[config.mk]
export PLATFORM = sky130hd
export DESIGN_NAME = dldc_top
export DESIGN_NICKNAME = d
export VERILOG_FILES = /design/src/verilog/dldc_top.v /design/src/verilog/dldc_wake_det.v
export VERILOG_INCLUDE_DIRS = /design/src /design/src/common
export SDC_FILE = /design/constraint.sdc
export NUM_CORES = 1
export LEC_CHECK = 0
export ABC_AREA = 1
export BUFFER_PORTS_ARGS = -buffer_cell sky130_fd_sc_hd__buf_2
export CAP_MARGIN = 20
export CORE_ASPECT_RATIO = 0.6
export CORE_MARGIN = 3
export CORE_UTILIZATION = 57
export DETAILED_ROUTE_END_ITERATION = 6
export HOLD_SLACK_MARGIN = 0.08
export PLACE_DENSITY = 0.82
export REMOVE_ABC_BUFFERS = 1
export SLEW_MARGIN = 20
export SYNTH_ARGS = -nofsm -noshare
export SYNTH_HDL_FRONTEND = slang
export SYNTH_SLANG_ARGS = --single-unit
[constraint.sdc]
create_clock -name sys_clk -period 1.6 [get_ports sys_clk]
set_input_delay 0.32 -clock sys_clk [delete_from_list [all_inputs] [get_ports sys_clk]]
set_output_delay 0.32 -clock sys_clk [all_outputs]
set_load 0.01 [all_outputs]
[src/common/dldc_consts.vh]
// Register map, field positions, reset values and timing for the dual line driver control
`ifndef DLDC_CONSTS_VH
`define DLDC_CONSTS_VH

`define DLDC_ADDR_W 8
`define DLDC_DATA_W 8

`define DLDC_LINE_CFG_ADDR 8'h00
`define DLDC_OUT2_CFG_ADDR 8'h04
`define DLDC_STATUS_ADDR 8'h08

`define DLDC_LINE_CFG_RST 8'h01
`define DLDC_OUT2_CFG_RST 8'h01

// line_config_reg fields
`define DLDC_LC_PUSH_PULL 0
`define DLDC_LC_SINK_SOURCE 1
`define DLDC_LC_RX_MASK 2
`define DLDC_LC_LEVEL_SET 3
`define DLDC_LC_LEVEL_SRC 4
`define DLDC_LC_OUT2_SET 5
`define DLDC_LC_OUT2_SRC 6
`define DLDC_LC_USED_MASK 8'h7f

// out2_config_reg fields
`define DLDC_OC_PUSH_PULL 0
`define DLDC_OC_SINK_SOURCE 1
`define DLDC_OC_USED_MASK 8'h03

// Status fields
`define DLDC_ST_LINE_LEVEL 0
`define DLDC_ST_UNDERVOLT 1
`define DLDC_ST_WAKE_ACTIVE 2
`define DLDC_ST_LINE_SHORT 3

// Timing
`define DLDC_CLK_MHZ 20
`define DLDC_WAKE_DET_US 410
`define DLDC_WAKE_LOW_US 50
`define DLDC_WAKE_DET_CYC (`DLDC_WAKE_DET_US * `DLDC_CLK_MHZ)
`define DLDC_WAKE_LOW_CYC (`DLDC_WAKE_LOW_US * `DLDC_CLK_MHZ)
`define DLDC_CNT_W 16

`endif

[src/verilog/dldc_top.v]
// Dual line driver control: two 24V driver controls, receiver, wake and undervoltage logic
//
// Functional notes
// Out2 driver enabled while out2_driver_off low
// Line drives inverse of dio_logic_in
// Line transmitter enabled only while enable high
// Receive output is inverse of line
// Mask set holds receive output high
// Wake pulse low for 50us
// Out2 drives inverse of out2_drive_in
// Line level from pin or set bit
// Line level on pin and status bit
// Out2 controllable through line config bits
// Line push-pull when select is one
// Open-drain line picks low or high side
// Push-pull line drives both levels
// Out2 push-pull when select is one
// Open-drain out2 picks low or high side
// Undervoltage releases open-drain flag output
// Line short held 410us means wake
// Mask cleared resumes normal receive output
// Mode writes apply immediately to drivers; outputs change one cycle after the config register
//
// The register offsets and strobed register access were left to the implementer.
`timescale 1ns/100ps
`default_nettype none
`include "dldc_consts.vh"

module dldc_top #(
  parameter WAKE_DET_CYC = `DLDC_WAKE_DET_CYC,
  parameter WAKE_LOW_CYC = `DLDC_WAKE_LOW_CYC
) (
  // Clock and reset
  input wire sys_clk,
  input wire rst_b,
  // Register port
  input wire [`DLDC_ADDR_W-1:0] reg_addr,
  input wire [`DLDC_DATA_W-1:0] reg_wdata,
  input wire reg_wr,
  input wire reg_rd,
  output reg [`DLDC_DATA_W-1:0] reg_rdata,
  // Logic side pins
  input wire dio_logic_in,
  input wire line_driver_enable,
  input wire out2_drive_in,
  input wire out2_driver_off,
  input wire undervolt_detect,
  output reg line_receive_out,
  output wire wake_pulse_n,
  // Bidirectional line
  input wire bidir_line_in,
  output reg bidir_line_out,
  output reg bidir_line_oe_n,
  // Output-only line
  output reg output_line2_out,
  output reg output_line2_oe_n,
  // Undervoltage open-drain flag
  output wire undervoltage_flag_out,
  output reg undervoltage_flag_oe_n
);

  reg [`DLDC_DATA_W-1:0] line_cfg_r;
  reg [`DLDC_DATA_W-1:0] out2_cfg_r;
  reg line_sense_r;
  reg line_short_r;
  wire wake_active;
  wire line_level;
  wire out2_level;
  wire line_drive;
  wire out2_drive;

  // Decide whether a driver actively drives for a mode and level
  function drive_active;
    input push_pull;
    input sink_mode;
    input level;
    begin
      if (push_pull) begin
        drive_active = 1'b1;
      end else if (sink_mode) begin
        drive_active = ~level;
      end else begin
        drive_active = level;
      end
    end
  endfunction

  // Level sources
  assign line_level = line_cfg_r[`DLDC_LC_LEVEL_SRC] ? line_cfg_r[`DLDC_LC_LEVEL_SET] :
                      ~dio_logic_in;
  assign out2_level = line_cfg_r[`DLDC_LC_OUT2_SRC] ? line_cfg_r[`DLDC_LC_OUT2_SET] :
                      ~out2_drive_in;

  // Mode resolution uses live config so writes take effect next cycle
  assign line_drive = line_driver_enable &&
                      drive_active(line_cfg_r[`DLDC_LC_PUSH_PULL],
                                   line_cfg_r[`DLDC_LC_SINK_SOURCE], line_level);
  assign out2_drive = !out2_driver_off &&
                      drive_active(out2_cfg_r[`DLDC_OC_PUSH_PULL],
                                   out2_cfg_r[`DLDC_OC_SINK_SOURCE], out2_level);

  // Undervoltage flag pulls low only while supplies are good
  assign undervoltage_flag_out = 1'b0;

  // Register writes
  always @(posedge sys_clk or negedge rst_b) begin
    if (!rst_b) begin
      line_cfg_r <= `DLDC_LINE_CFG_RST;
      out2_cfg_r <= `DLDC_OUT2_CFG_RST;
    end else if (reg_wr) begin
      if (reg_addr == `DLDC_LINE_CFG_ADDR) begin
        line_cfg_r <= reg_wdata & `DLDC_LC_USED_MASK;
      end
      if (reg_addr == `DLDC_OUT2_CFG_ADDR) begin
        out2_cfg_r <= reg_wdata & `DLDC_OC_USED_MASK;
      end
    end
  end

  // Register reads, data valid in the following cycle only
  always @(posedge sys_clk or negedge rst_b) begin
    if (!rst_b) begin
      reg_rdata <= 8'h00;
    end else if (reg_rd) begin
      case (reg_addr)
        `DLDC_LINE_CFG_ADDR: reg_rdata <= line_cfg_r;
        `DLDC_OUT2_CFG_ADDR: reg_rdata <= out2_cfg_r;
        `DLDC_STATUS_ADDR: reg_rdata <= {4'h0, line_short_r, wake_active,
                                         undervolt_detect, line_sense_r};
        default: reg_rdata <= 8'h00;
      endcase
    end else begin
      reg_rdata <= 8'h00;
    end
  end

  // Pin outputs and line sensing
  always @(posedge sys_clk or negedge rst_b) begin
    if (!rst_b) begin
      line_sense_r <= 1'b0;
      line_short_r <= 1'b0;
      line_receive_out <= 1'b1;
      bidir_line_out <= 1'b0;
      bidir_line_oe_n <= 1'b1;
      output_line2_out <= 1'b0;
      output_line2_oe_n <= 1'b1;
      undervoltage_flag_oe_n <= 1'b1;
    end else begin
      line_sense_r <= bidir_line_in;
      // Short: line sensed against the level being actively driven
      line_short_r <= !bidir_line_oe_n && (bidir_line_in != bidir_line_out);
      line_receive_out <= line_cfg_r[`DLDC_LC_RX_MASK] ? 1'b1 :
                          ~bidir_line_in;
      bidir_line_out <= line_level;
      bidir_line_oe_n <= ~line_drive;
      output_line2_out <= out2_level;
      output_line2_oe_n <= ~out2_drive;
      undervoltage_flag_oe_n <= undervolt_detect;
    end
  end

  dldc_wake_det #(
    .DET_CYC(WAKE_DET_CYC),
    .LOW_CYC(WAKE_LOW_CYC)
  ) u_wake (
    .sys_clk(sys_clk),
    .rst_b(rst_b),
    .line_short(line_short_r),
    .wake_pulse_n(wake_pulse_n),
    .wake_active(wake_active)
  );

endmodule
`default_nettype wire

[src/verilog/dldc_wake_det.v]
// Wake detector: qualifies a held line short and emits a timed active-low pulse
`timescale 1ns/100ps
`default_nettype none
`include "dldc_consts.vh"

module dldc_wake_det #(
  parameter DET_CYC = `DLDC_WAKE_DET_CYC,
  parameter LOW_CYC = `DLDC_WAKE_LOW_CYC
) (
  // Clock and reset
  input wire sys_clk,
  input wire rst_b,
  // Short indication
  input wire line_short,
  // Wake output
  output reg wake_pulse_n,
  output wire wake_active
);

  localparam ST_IDLE = 3'b001;
  localparam ST_PULSE = 3'b010;
  localparam ST_HOLD = 3'b100;

  reg [2:0] state_r;
  reg [2:0] state_nxt;
  reg [`DLDC_CNT_W-1:0] det_cnt_r;
  reg [`DLDC_CNT_W-1:0] low_cnt_r;
  wire det_done;
  wire low_done;

  assign det_done = (det_cnt_r == DET_CYC[`DLDC_CNT_W-1:0] - 16'h0001);
  assign low_done = (low_cnt_r == LOW_CYC[`DLDC_CNT_W-1:0] - 16'h0001);
  assign wake_active = state_r[1];

  always @* begin
    state_nxt = state_r;
    case (state_r)
      ST_IDLE: begin
        if (line_short && det_done) state_nxt = ST_PULSE;
      end
      ST_PULSE: begin
        if (low_done) state_nxt = ST_HOLD;
      end
      ST_HOLD: begin
        // One pulse per short; rearm only after release
        if (!line_short) state_nxt = ST_IDLE;
      end
      default: state_nxt = ST_IDLE;
    endcase
  end

  always @(posedge sys_clk or negedge rst_b) begin
    if (!rst_b) begin
      state_r <= ST_IDLE;
      det_cnt_r <= 16'h0000;
      low_cnt_r <= 16'h0000;
      wake_pulse_n <= 1'b1;
    end else begin
      state_r <= state_nxt;
      if (state_r == ST_IDLE && line_short && !det_done) begin
        det_cnt_r <= det_cnt_r + 16'h0001;
      end else begin
        det_cnt_r <= 16'h0000;
      end
      if (state_r == ST_PULSE) begin
        low_cnt_r <= low_cnt_r + 16'h0001;
      end else begin
        low_cnt_r <= 16'h0000;
      end
      wake_pulse_n <= ~state_nxt[1];
    end
  end

endmodule
`default_nettype wire

==> results.sh, run 1 <==
export IMPL_hold_violations=0
export IMPL_clockPowerShare_pct=41.3
export IMPL_ys_ff_latch=60
export IMPL_wl_met3_microns=497
export IMPL_slowest_stage="dfrtp_1"
export IMPL_crit_type="reg2reg"
export IMPL_setup_viol=0
export IMPL_cts_root_buf="clkbuf_8"
export IMPL_fill_cells=400
export IMPL_dr_max_layer_used="met4"
export IMPL_grt_pass1_wl_microns=10400
export IMPL_track_usage_pct=21.6
export IMPL_max_cap_viol_count=0
export IMPL_met2_length_microns=2480
export IMPL_maxSlewViolCount=0
export IMPL_postCtsResizedCells=0
export IMPL_port_buffers=38
export IMPL_cp_max_fo=4
export IMPL_synthCells=382
export IMPL_diodes=0
export IMPL_antenna_found_initial=0
export IMPL_intPower_w=0.00217
export IMPL_fmax_mhz=694
export IMPL_hold_slack_ps=127
export IMPL_r2r_start="u_wake.det_cnt_r[0]$_DFF_PN0_"
export IMPL_coreArea_sq_um=4830
export IMPL_r2r_end="u_wake.det_cnt_r[14]$_DFF_PN0_"
export IMPL_wl_met1_microns=3120
export IMPL_synthDistinctLibCells=25
export IMPL_rows=19
export IMPL_worst_path_most_repeated_cell="nand2_1"
export IMPL_die_area_sq_um=6220
export IMPL_rsz0062_at_grt="false"
export IMPL_peakVddDrop_uv=612
export IMPL_grt_pass1_vias=2267
export IMPL_fin_tns_setup_ps=0
export IMPL_post_route_min_period_ps=1440
export IMPL_drive_above_1_share_pct=18.6
export IMPL_r2r_slack_ps=160
export IMPL_initial_core_util_pct=62.4
export IMPL_drt_iter0_markers=215
export IMPL_critPathArrivalTime_ps=1680
export IMPL_hp_start="line_driver_enable"
export IMPL_cts_tree="done"
export IMPL_ant_nets=0
export IMPL_fin_skew_ps=11.5
export IMPL_area_growth_pct=15.1
export IMPL_reg2reg_depth=6
export IMPL_first_pass_iters=4
export IMPL_clockBufferDepth=2
export IMPL_drc=0
export IMPL_ys_warn_count=0
export IMPL_drt_vias_per_instance=5.08
export IMPL_p_comb_share_pct=5.1
export IMPL_numCtsBuffers=9
export IMPL_syn_area_per_cell_sq_um=7.89
export IMPL_crit_path_max_incr_delay_ps=390
export IMPL_clkSlewWorstSetupHoldPaths_ps=80
export IMPL_switchingPower_w=0.000747
export IMPL_pin_count=42
export IMPL_start_kind="flop"
export IMPL_min_to="bidir_line_oe_n$_DFF_PN1_"
export IMPL_grt_max_degree=61
export IMPL_finalNetCount=459
export IMPL_drt_wl_total_microns=6150
export IMPL_ys_seq_area_share_pct=50.2
export IMPL_htreeDepth=3
export IMPL_crit_path_end_kind="flop"
export IMPL_power_density_nw_per_um2=843
export IMPL_clkLatencyLatePin_ps=350
export IMPL_cp_data_required_time_ps=1840
export IMPL_dieWidth_microns=99.9
export IMPL_status="complete, no violations"
export IMPL_power_leakage_nw=1.57
export IMPL_dp_hpwl_microns=4590
export IMPL_hold_class="in2reg"
export IMPL_seqPwrFrac_pct=53.6
export IMPL_via_count=2534
export IMPL_cp_cell_sequence="ha_1 -> nand2_1 -> nor2_1 -> nand2_1 -> o21ai_0 -> a21oi_1"
export IMPL_hold_depth=2
export IMPL_wl_per_cell_microns=12.3
export IMPL_gp_congestion=0.899
export IMPL_post_route_period_util_pct=90.1
export IMPL_cts_sinks=60
export IMPL_die_h_microns=62.3
export IMPL_gr_total_overflow=0
export IMPL_synth_area_sq_um=3010
export IMPL_switching_share_pct=25.6
==> metrics by stage <==
step / instance area [sq um] / util (%) / instances / setup WS [ps] / total power, W
floorplan: 2970 / - / 378 / 364 / 0.00165
global route: 3470 / 71.8 / 499 / 42.6 / 0.00305
CTS: 3470 / 71.8 / 499 / 153 / 0.00295
detailed placement: 3270 / 67.8 / 481 / 185 / 0.00174
finish: 3470 / 71.8 / 499 / 159 / 0.00292
global placement: 3270 / 67.8 / 481 / 234 / 0.00174
==> cell usage in the layout (no fill, tap or decap), types with 2 or more instances in the layout <==
cell type / n
nand2_1: 90
o21bai_1: 4
o21ai_1: 3
clkinv_4: 3
a21oi_1: 10
nor3_1: 4
clkbuf_8: 9
nand2_4: 2
nand4_1: 10
xnor2_1: 3
nor2_1: 77
buf_2: 38
nor2_4: 4
nand2_2: 4
ha_1: 2
nor2_2: 6
dlygate4sd3_1: 2
inv_1: 43
nand3_1: 29
xor2_1: 8
dfstp_2: 8
clkinv_2: 2
dfrtp_1: 52
conb_1: 2
o21ai_0: 15
==> per-layer routing <==
metal / global-route usage [%] / vias to the layer above
li1: - / 1298
met3: 8.84 / 8
met1: 32.1 / 1137
met2: 29.2 / 91
met5: 0 / -
met4: 4.94 / 0
==> Yosys cell counts <==
library cell,instances,area share [%]
a21oi_1,10,1.7
buf_2,1,0.17
buf_4,2,0.50
buf_6,2,0.75
conb_1,1,0.12
dfrtp_1,52,43
dfstp_2,8,7.0
ha_1,2,0.83
inv_1,43,5.4
nand2_1,90,11
nand2_2,4,0.83
nand2_4,2,0.75
nand3_1,29,4.8
nand3_2,1,0.33
nand4_1,10,2.1
nor2_1,77,9.6
nor2_2,6,1.2
nor2_4,4,1.5
nor3_1,4,0.66
o211ai_1,1,0.25
o21ai_0,15,2.5
o21ai_1,3,0.50
o21bai_1,4,1.0
xnor2_1,3,0.87
xor2_1,8,2.3
==> cell families after synthesis <==
| kind of cell | share of synthesized area [%] |
|---|---|
| flip-flops | 50.2 |
| XOR/XNOR | 3.20 |
| other | 0.124 |
| buffers and inverters | 6.77 |
| adder cells (fa/ha/maj) | 0.830 |
| AO/OA/AOI/OAI | 5.90 |
| AND/OR/NAND/NOR | 33.0 |
==> power by group through the flow <==
stage	Combinational (W)	Clock (W)	Sequential, W
6_report	0.000149	0.00121	0.00157
3_3_place_gp	0.000145	0	0.00159
5_1_grt	0.000170	0.00131	0.00157
3_5_place_dp	0.000149	0	0.00159
2_1_floorplan	0.0000489	0	0.00160
4_1_cts	0.000153	0.00124	0.00157
==> area by class of cell <==
class                      count  area (sq um)  share of cell area, %
timing repair buffer          42           238                   6.86
tap                           63          78.8                   2.27
multi-input combinational    275          1300                   37.5
clock inverter                 7          52.6                   1.52
sequential                    60          1510                   43.6
inverter                      43           161                   4.66
clock buffer                   9           124                   3.57
==> how the worst max path moves through the flow <==
stage                                        startpoint                             end  slack [ps]  depth (start not counted)
after CTS                 u_wake.det_cnt_r[0]$_DFF_PN0_  u_wake.det_cnt_r[14]$_DFF_PN0_         150                          6
after global routing      u_wake.det_cnt_r[0]$_DFF_PN0_  u_wake.det_cnt_r[12]$_DFF_PN0_          40                          7
after floorplan           u_wake.det_cnt_r[0]$_DFF_PN0_  u_wake.det_cnt_r[14]$_DFF_PN0_         360                          6
after global placement    u_wake.det_cnt_r[0]$_DFF_PN0_   u_wake.det_cnt_r[9]$_DFF_PN0_         230                          6
after detailed placement  u_wake.det_cnt_r[0]$_DFF_PN0_  u_wake.det_cnt_r[14]$_DFF_PN0_         180                          6
final                     u_wake.det_cnt_r[0]$_DFF_PN0_  u_wake.det_cnt_r[14]$_DFF_PN0_         160                          6
==> state kept, by name, summed over array words and instances, names as in the netlist <==
signal	count
u_wake.det_cnt_r	16
u_wake.low_cnt_r	16
line_cfg_r	7
reg_rdata	7
u_wake.state_r	3
out2_cfg_r	2
bidir_line_oe_n	1
bidir_line_out	1
line_receive_out	1
line_sense_r	1
line_short_r	1
output_line2_oe_n	1
output_line2_out	1
u_wake.wake_pulse_n	1
undervoltage_flag_oe_n	1
==> critical path, delay by kind of cell (launching register included) <==
| family | cells | cell delay [ps] |
|---|---|---|
| AO/OA/AOI/OAI | 2 | 250 |
| adder cells (fa/ha/maj) | 1 | 260 |
| flip-flops | 1 | 390 |
| AND/OR/NAND/NOR | 3 | 440 |
==> what timing repair did <==
item	in CTS	in global routing
buffers inserted	0	0
endpoints found under the hold margin	53	0
hold buffers	2	0
Note: power is estimated with default switching activity, not from simulation.
==> run 2, diff against run 1 <==
Settings changed: CORE_UTILIZATION 57 to 51, PLACE_DENSITY 0.82 to 0.75.
==> run 2 against run 1 <==
Compared with the run above:
- global-route usage fell by 1.1 points
- sequential share of layout area is 0.64 points lower
- utilization is 6.4 points lower
- die area is 11% higher
- hold slack improved by 1.7 ps
- clock skew is 0.75 ps lower
- power up 6.8%
- critical path type unchanged
- largest cell class unchanged
==> results.sh, run 2 (synthesis gave the netlist of run 1 again) <==
export IMPL_cts_root_buf="clkbuf_8"
export IMPL_first_pass_iters=5
export IMPL_critPathArrivalTime_ps=1710
export IMPL_cp_max_fo=6
export IMPL_via_count=2620
export IMPL_register_area_sq_um=1510
export IMPL_hold_class="in2reg"
export IMPL_crit_path_end_kind="flop"
export IMPL_post_route_min_period_ps=1440
export IMPL_fin_skew_ps=10.8
export IMPL_peakVddDrop_uv=480
export IMPL_dieWidth_microns=105
export IMPL_area_growth_pct=16.8
export IMPL_power_density_nw_per_um2=887
export IMPL_wl_per_cell_microns=12.4
export IMPL_pin_count=42
export IMPL_layout_common_cells="nand2_1, nor2_1, dfrtp_1"
export IMPL_rows=20
export IMPL_drt_wl_total_microns=6340
export IMPL_power_leakage_nw=1.59
export IMPL_drt_iter0_markers=195
export IMPL_setup_viol=0
export IMPL_multi_input_area_sq_um=1300
export IMPL_die_area_sq_um=6900
export IMPL_worst_path_most_repeated_cell="nand2_1"
export IMPL_r2r_start="u_wake.low_cnt_r[0]$_DFF_PN0_"
export IMPL_status="complete, no violations"
export IMPL_slowest_stage="dfrtp_1"
export IMPL_rsz0062_at_grt="false"
export IMPL_hold_slack_ps=129
export IMPL_diodes=0
export IMPL_drc=0
export IMPL_coreArea_sq_um=5380
export IMPL_gr_total_overflow=0
export IMPL_hp_start="line_driver_enable"
export IMPL_htreeDepth=3
export IMPL_crit_path_max_incr_delay_ps=420
export IMPL_layout_commonest_cell="nand2_1"
export IMPL_top_regs="u_wake.det_cnt_r x16, u_wake.low_cnt_r x16"
export IMPL_finalNetCount=459
export IMPL_maxSlewViolCount=0
export IMPL_max_cap_viol_count=0
export IMPL_numCtsBuffers=9
export IMPL_min_to="bidir_line_oe_n$_DFF_PN1_"
export IMPL_cp_data_required_time_ps=1880
export IMPL_cts_tree="done"
export IMPL_clockBufferDepth=2
export IMPL_crit_type="reg2reg"
export IMPL_r2r_end="u_wake.low_cnt_r[14]$_DFF_PN0_"
export IMPL_track_usage_pct=20.5
export IMPL_die_h_microns=65.5
export IMPL_clkSlewWorstSetupHoldPaths_ps=80
export IMPL_ant_nets=0
export IMPL_cp_cell_sequence="ha_2 -> nand2_1 -> nor2_1 -> nand2_1 -> o21ai_0 -> nand2_1 -> nor2_1"
export IMPL_hold_depth=2
export IMPL_fill_cells=444
export IMPL_cp_num_buf_inv=0
export IMPL_drt_vias_per_instance=5.11
export IMPL_port_buffers=38
export IMPL_cp_top_family="simple AND/OR/NAND/NOR gates"
export IMPL_hold_violations=0
export IMPL_dp_hpwl_microns=4660
export IMPL_fmax_mhz=695
export IMPL_grt_pass1_vias=2395
export IMPL_fin_tns_setup_ps=0
export IMPL_clkLatencyLatePin_ps=340
export IMPL_start_kind="flop"
export IMPL_post_route_period_util_pct=89.9
export IMPL_reg2reg_depth=7
export IMPL_grt_pass1_wl_microns=10900
export IMPL_cp_num_cells=7
export IMPL_cts_sinks=60
export IMPL_gp_congestion=0.896
export IMPL_drive_above_1_share_pct=18.8
export IMPL_antenna_found_initial=0
export IMPL_initial_core_util_pct=56.0
export IMPL_grt_max_degree=61
export IMPL_r2r_slack_ps=160
run 2: cell types whose count changed in the layout (fill, tap and decap cells not counted):
cell / before / now
clkinv_4: 3 / 2
ha_1: 2 / 1
ha_2: 0 / 1
clkbuf_8: 9 / 10
clkinvlp_4: 1 / 0
bufinv_16: 0 / 1
inv_6: 1 / 2
clkinv_2: 2 / 1
run 2: how the worst max path moves through the flow:
| stage | from | end | slack [ps] |
|---|---|---|---|
| after floorplan | u_wake.det_cnt_r[0]$_DFF_PN0_ | u_wake.det_cnt_r[14]$_DFF_PN0_ | 360 |
| after global placement | u_wake.det_cnt_r[0]$_DFF_PN0_ | u_wake.det_cnt_r[10]$_DFF_PN0_ | 230 |
| after detailed placement | u_wake.det_cnt_r[0]$_DFF_PN0_ | u_wake.det_cnt_r[14]$_DFF_PN0_ | 200 |
| after CTS | u_wake.low_cnt_r[0]$_DFF_PN0_ | u_wake.low_cnt_r[14]$_DFF_PN0_ | 150 |
| after global routing | u_wake.det_cnt_r[0]$_DFF_PN0_ | u_wake.det_cnt_r[14]$_DFF_PN0_ | 5 |
| final | u_wake.low_cnt_r[0]$_DFF_PN0_ | u_wake.low_cnt_r[14]$_DFF_PN0_ | 160 |
run 2: layout make-up:
type,count,area share [%]
Tap cell,77,2.74
Clock inverter,6,1.99
Multi-Input combinational cell,275,37.1
Inverter,43,4.59
Sequential cell,60,43.0
Timing Repair Buffer,42,6.76
Clock buffer,10,3.91
run 2: through the flow:
step	power (W)	cell area, sq um	setup WS [ps]	utilization, %	instances
final	0.00312	3520	161	65.4	513
after global routing	0.00327	3520	5.15	65.4	513
after CTS	0.00316	3520	145	65.3	513
after detailed placement	0.00174	3290	199	61.1	495
after global placement	0.00174	3290	226	61.1	495
after floorplan	0.00165	2970	364	-	378
run 2: timing repair:
action,in CTS,in global routing
endpoints found under the hold margin,53,0
endpoints found under the setup margin,0,1
resized for setup,0,1
buffers inserted,0,0
hold buffers,2,0
run 2: layer usage:
metal | part of all wire [%] | global-route usage [%] | vias up
li1 | - | - | 1302
met1 | 51 | 28.7 | 1213
met2 | 41 | 29.8 | 95
met3 | 6.9 | 7.26 | 10
met4 | 1.1 | 6.38 | 0
met5 | 0 | 0 | -
run 2: report_power, final:
part / leakage (nW) / internal [W] / switching (W)
Sequential: 0.783 / 0.00155 / 0.0000166
Clock: 0.107 / 0.000774 / 0.000631
Combinational: 0.699 / 0.0000572 / 0.0000915
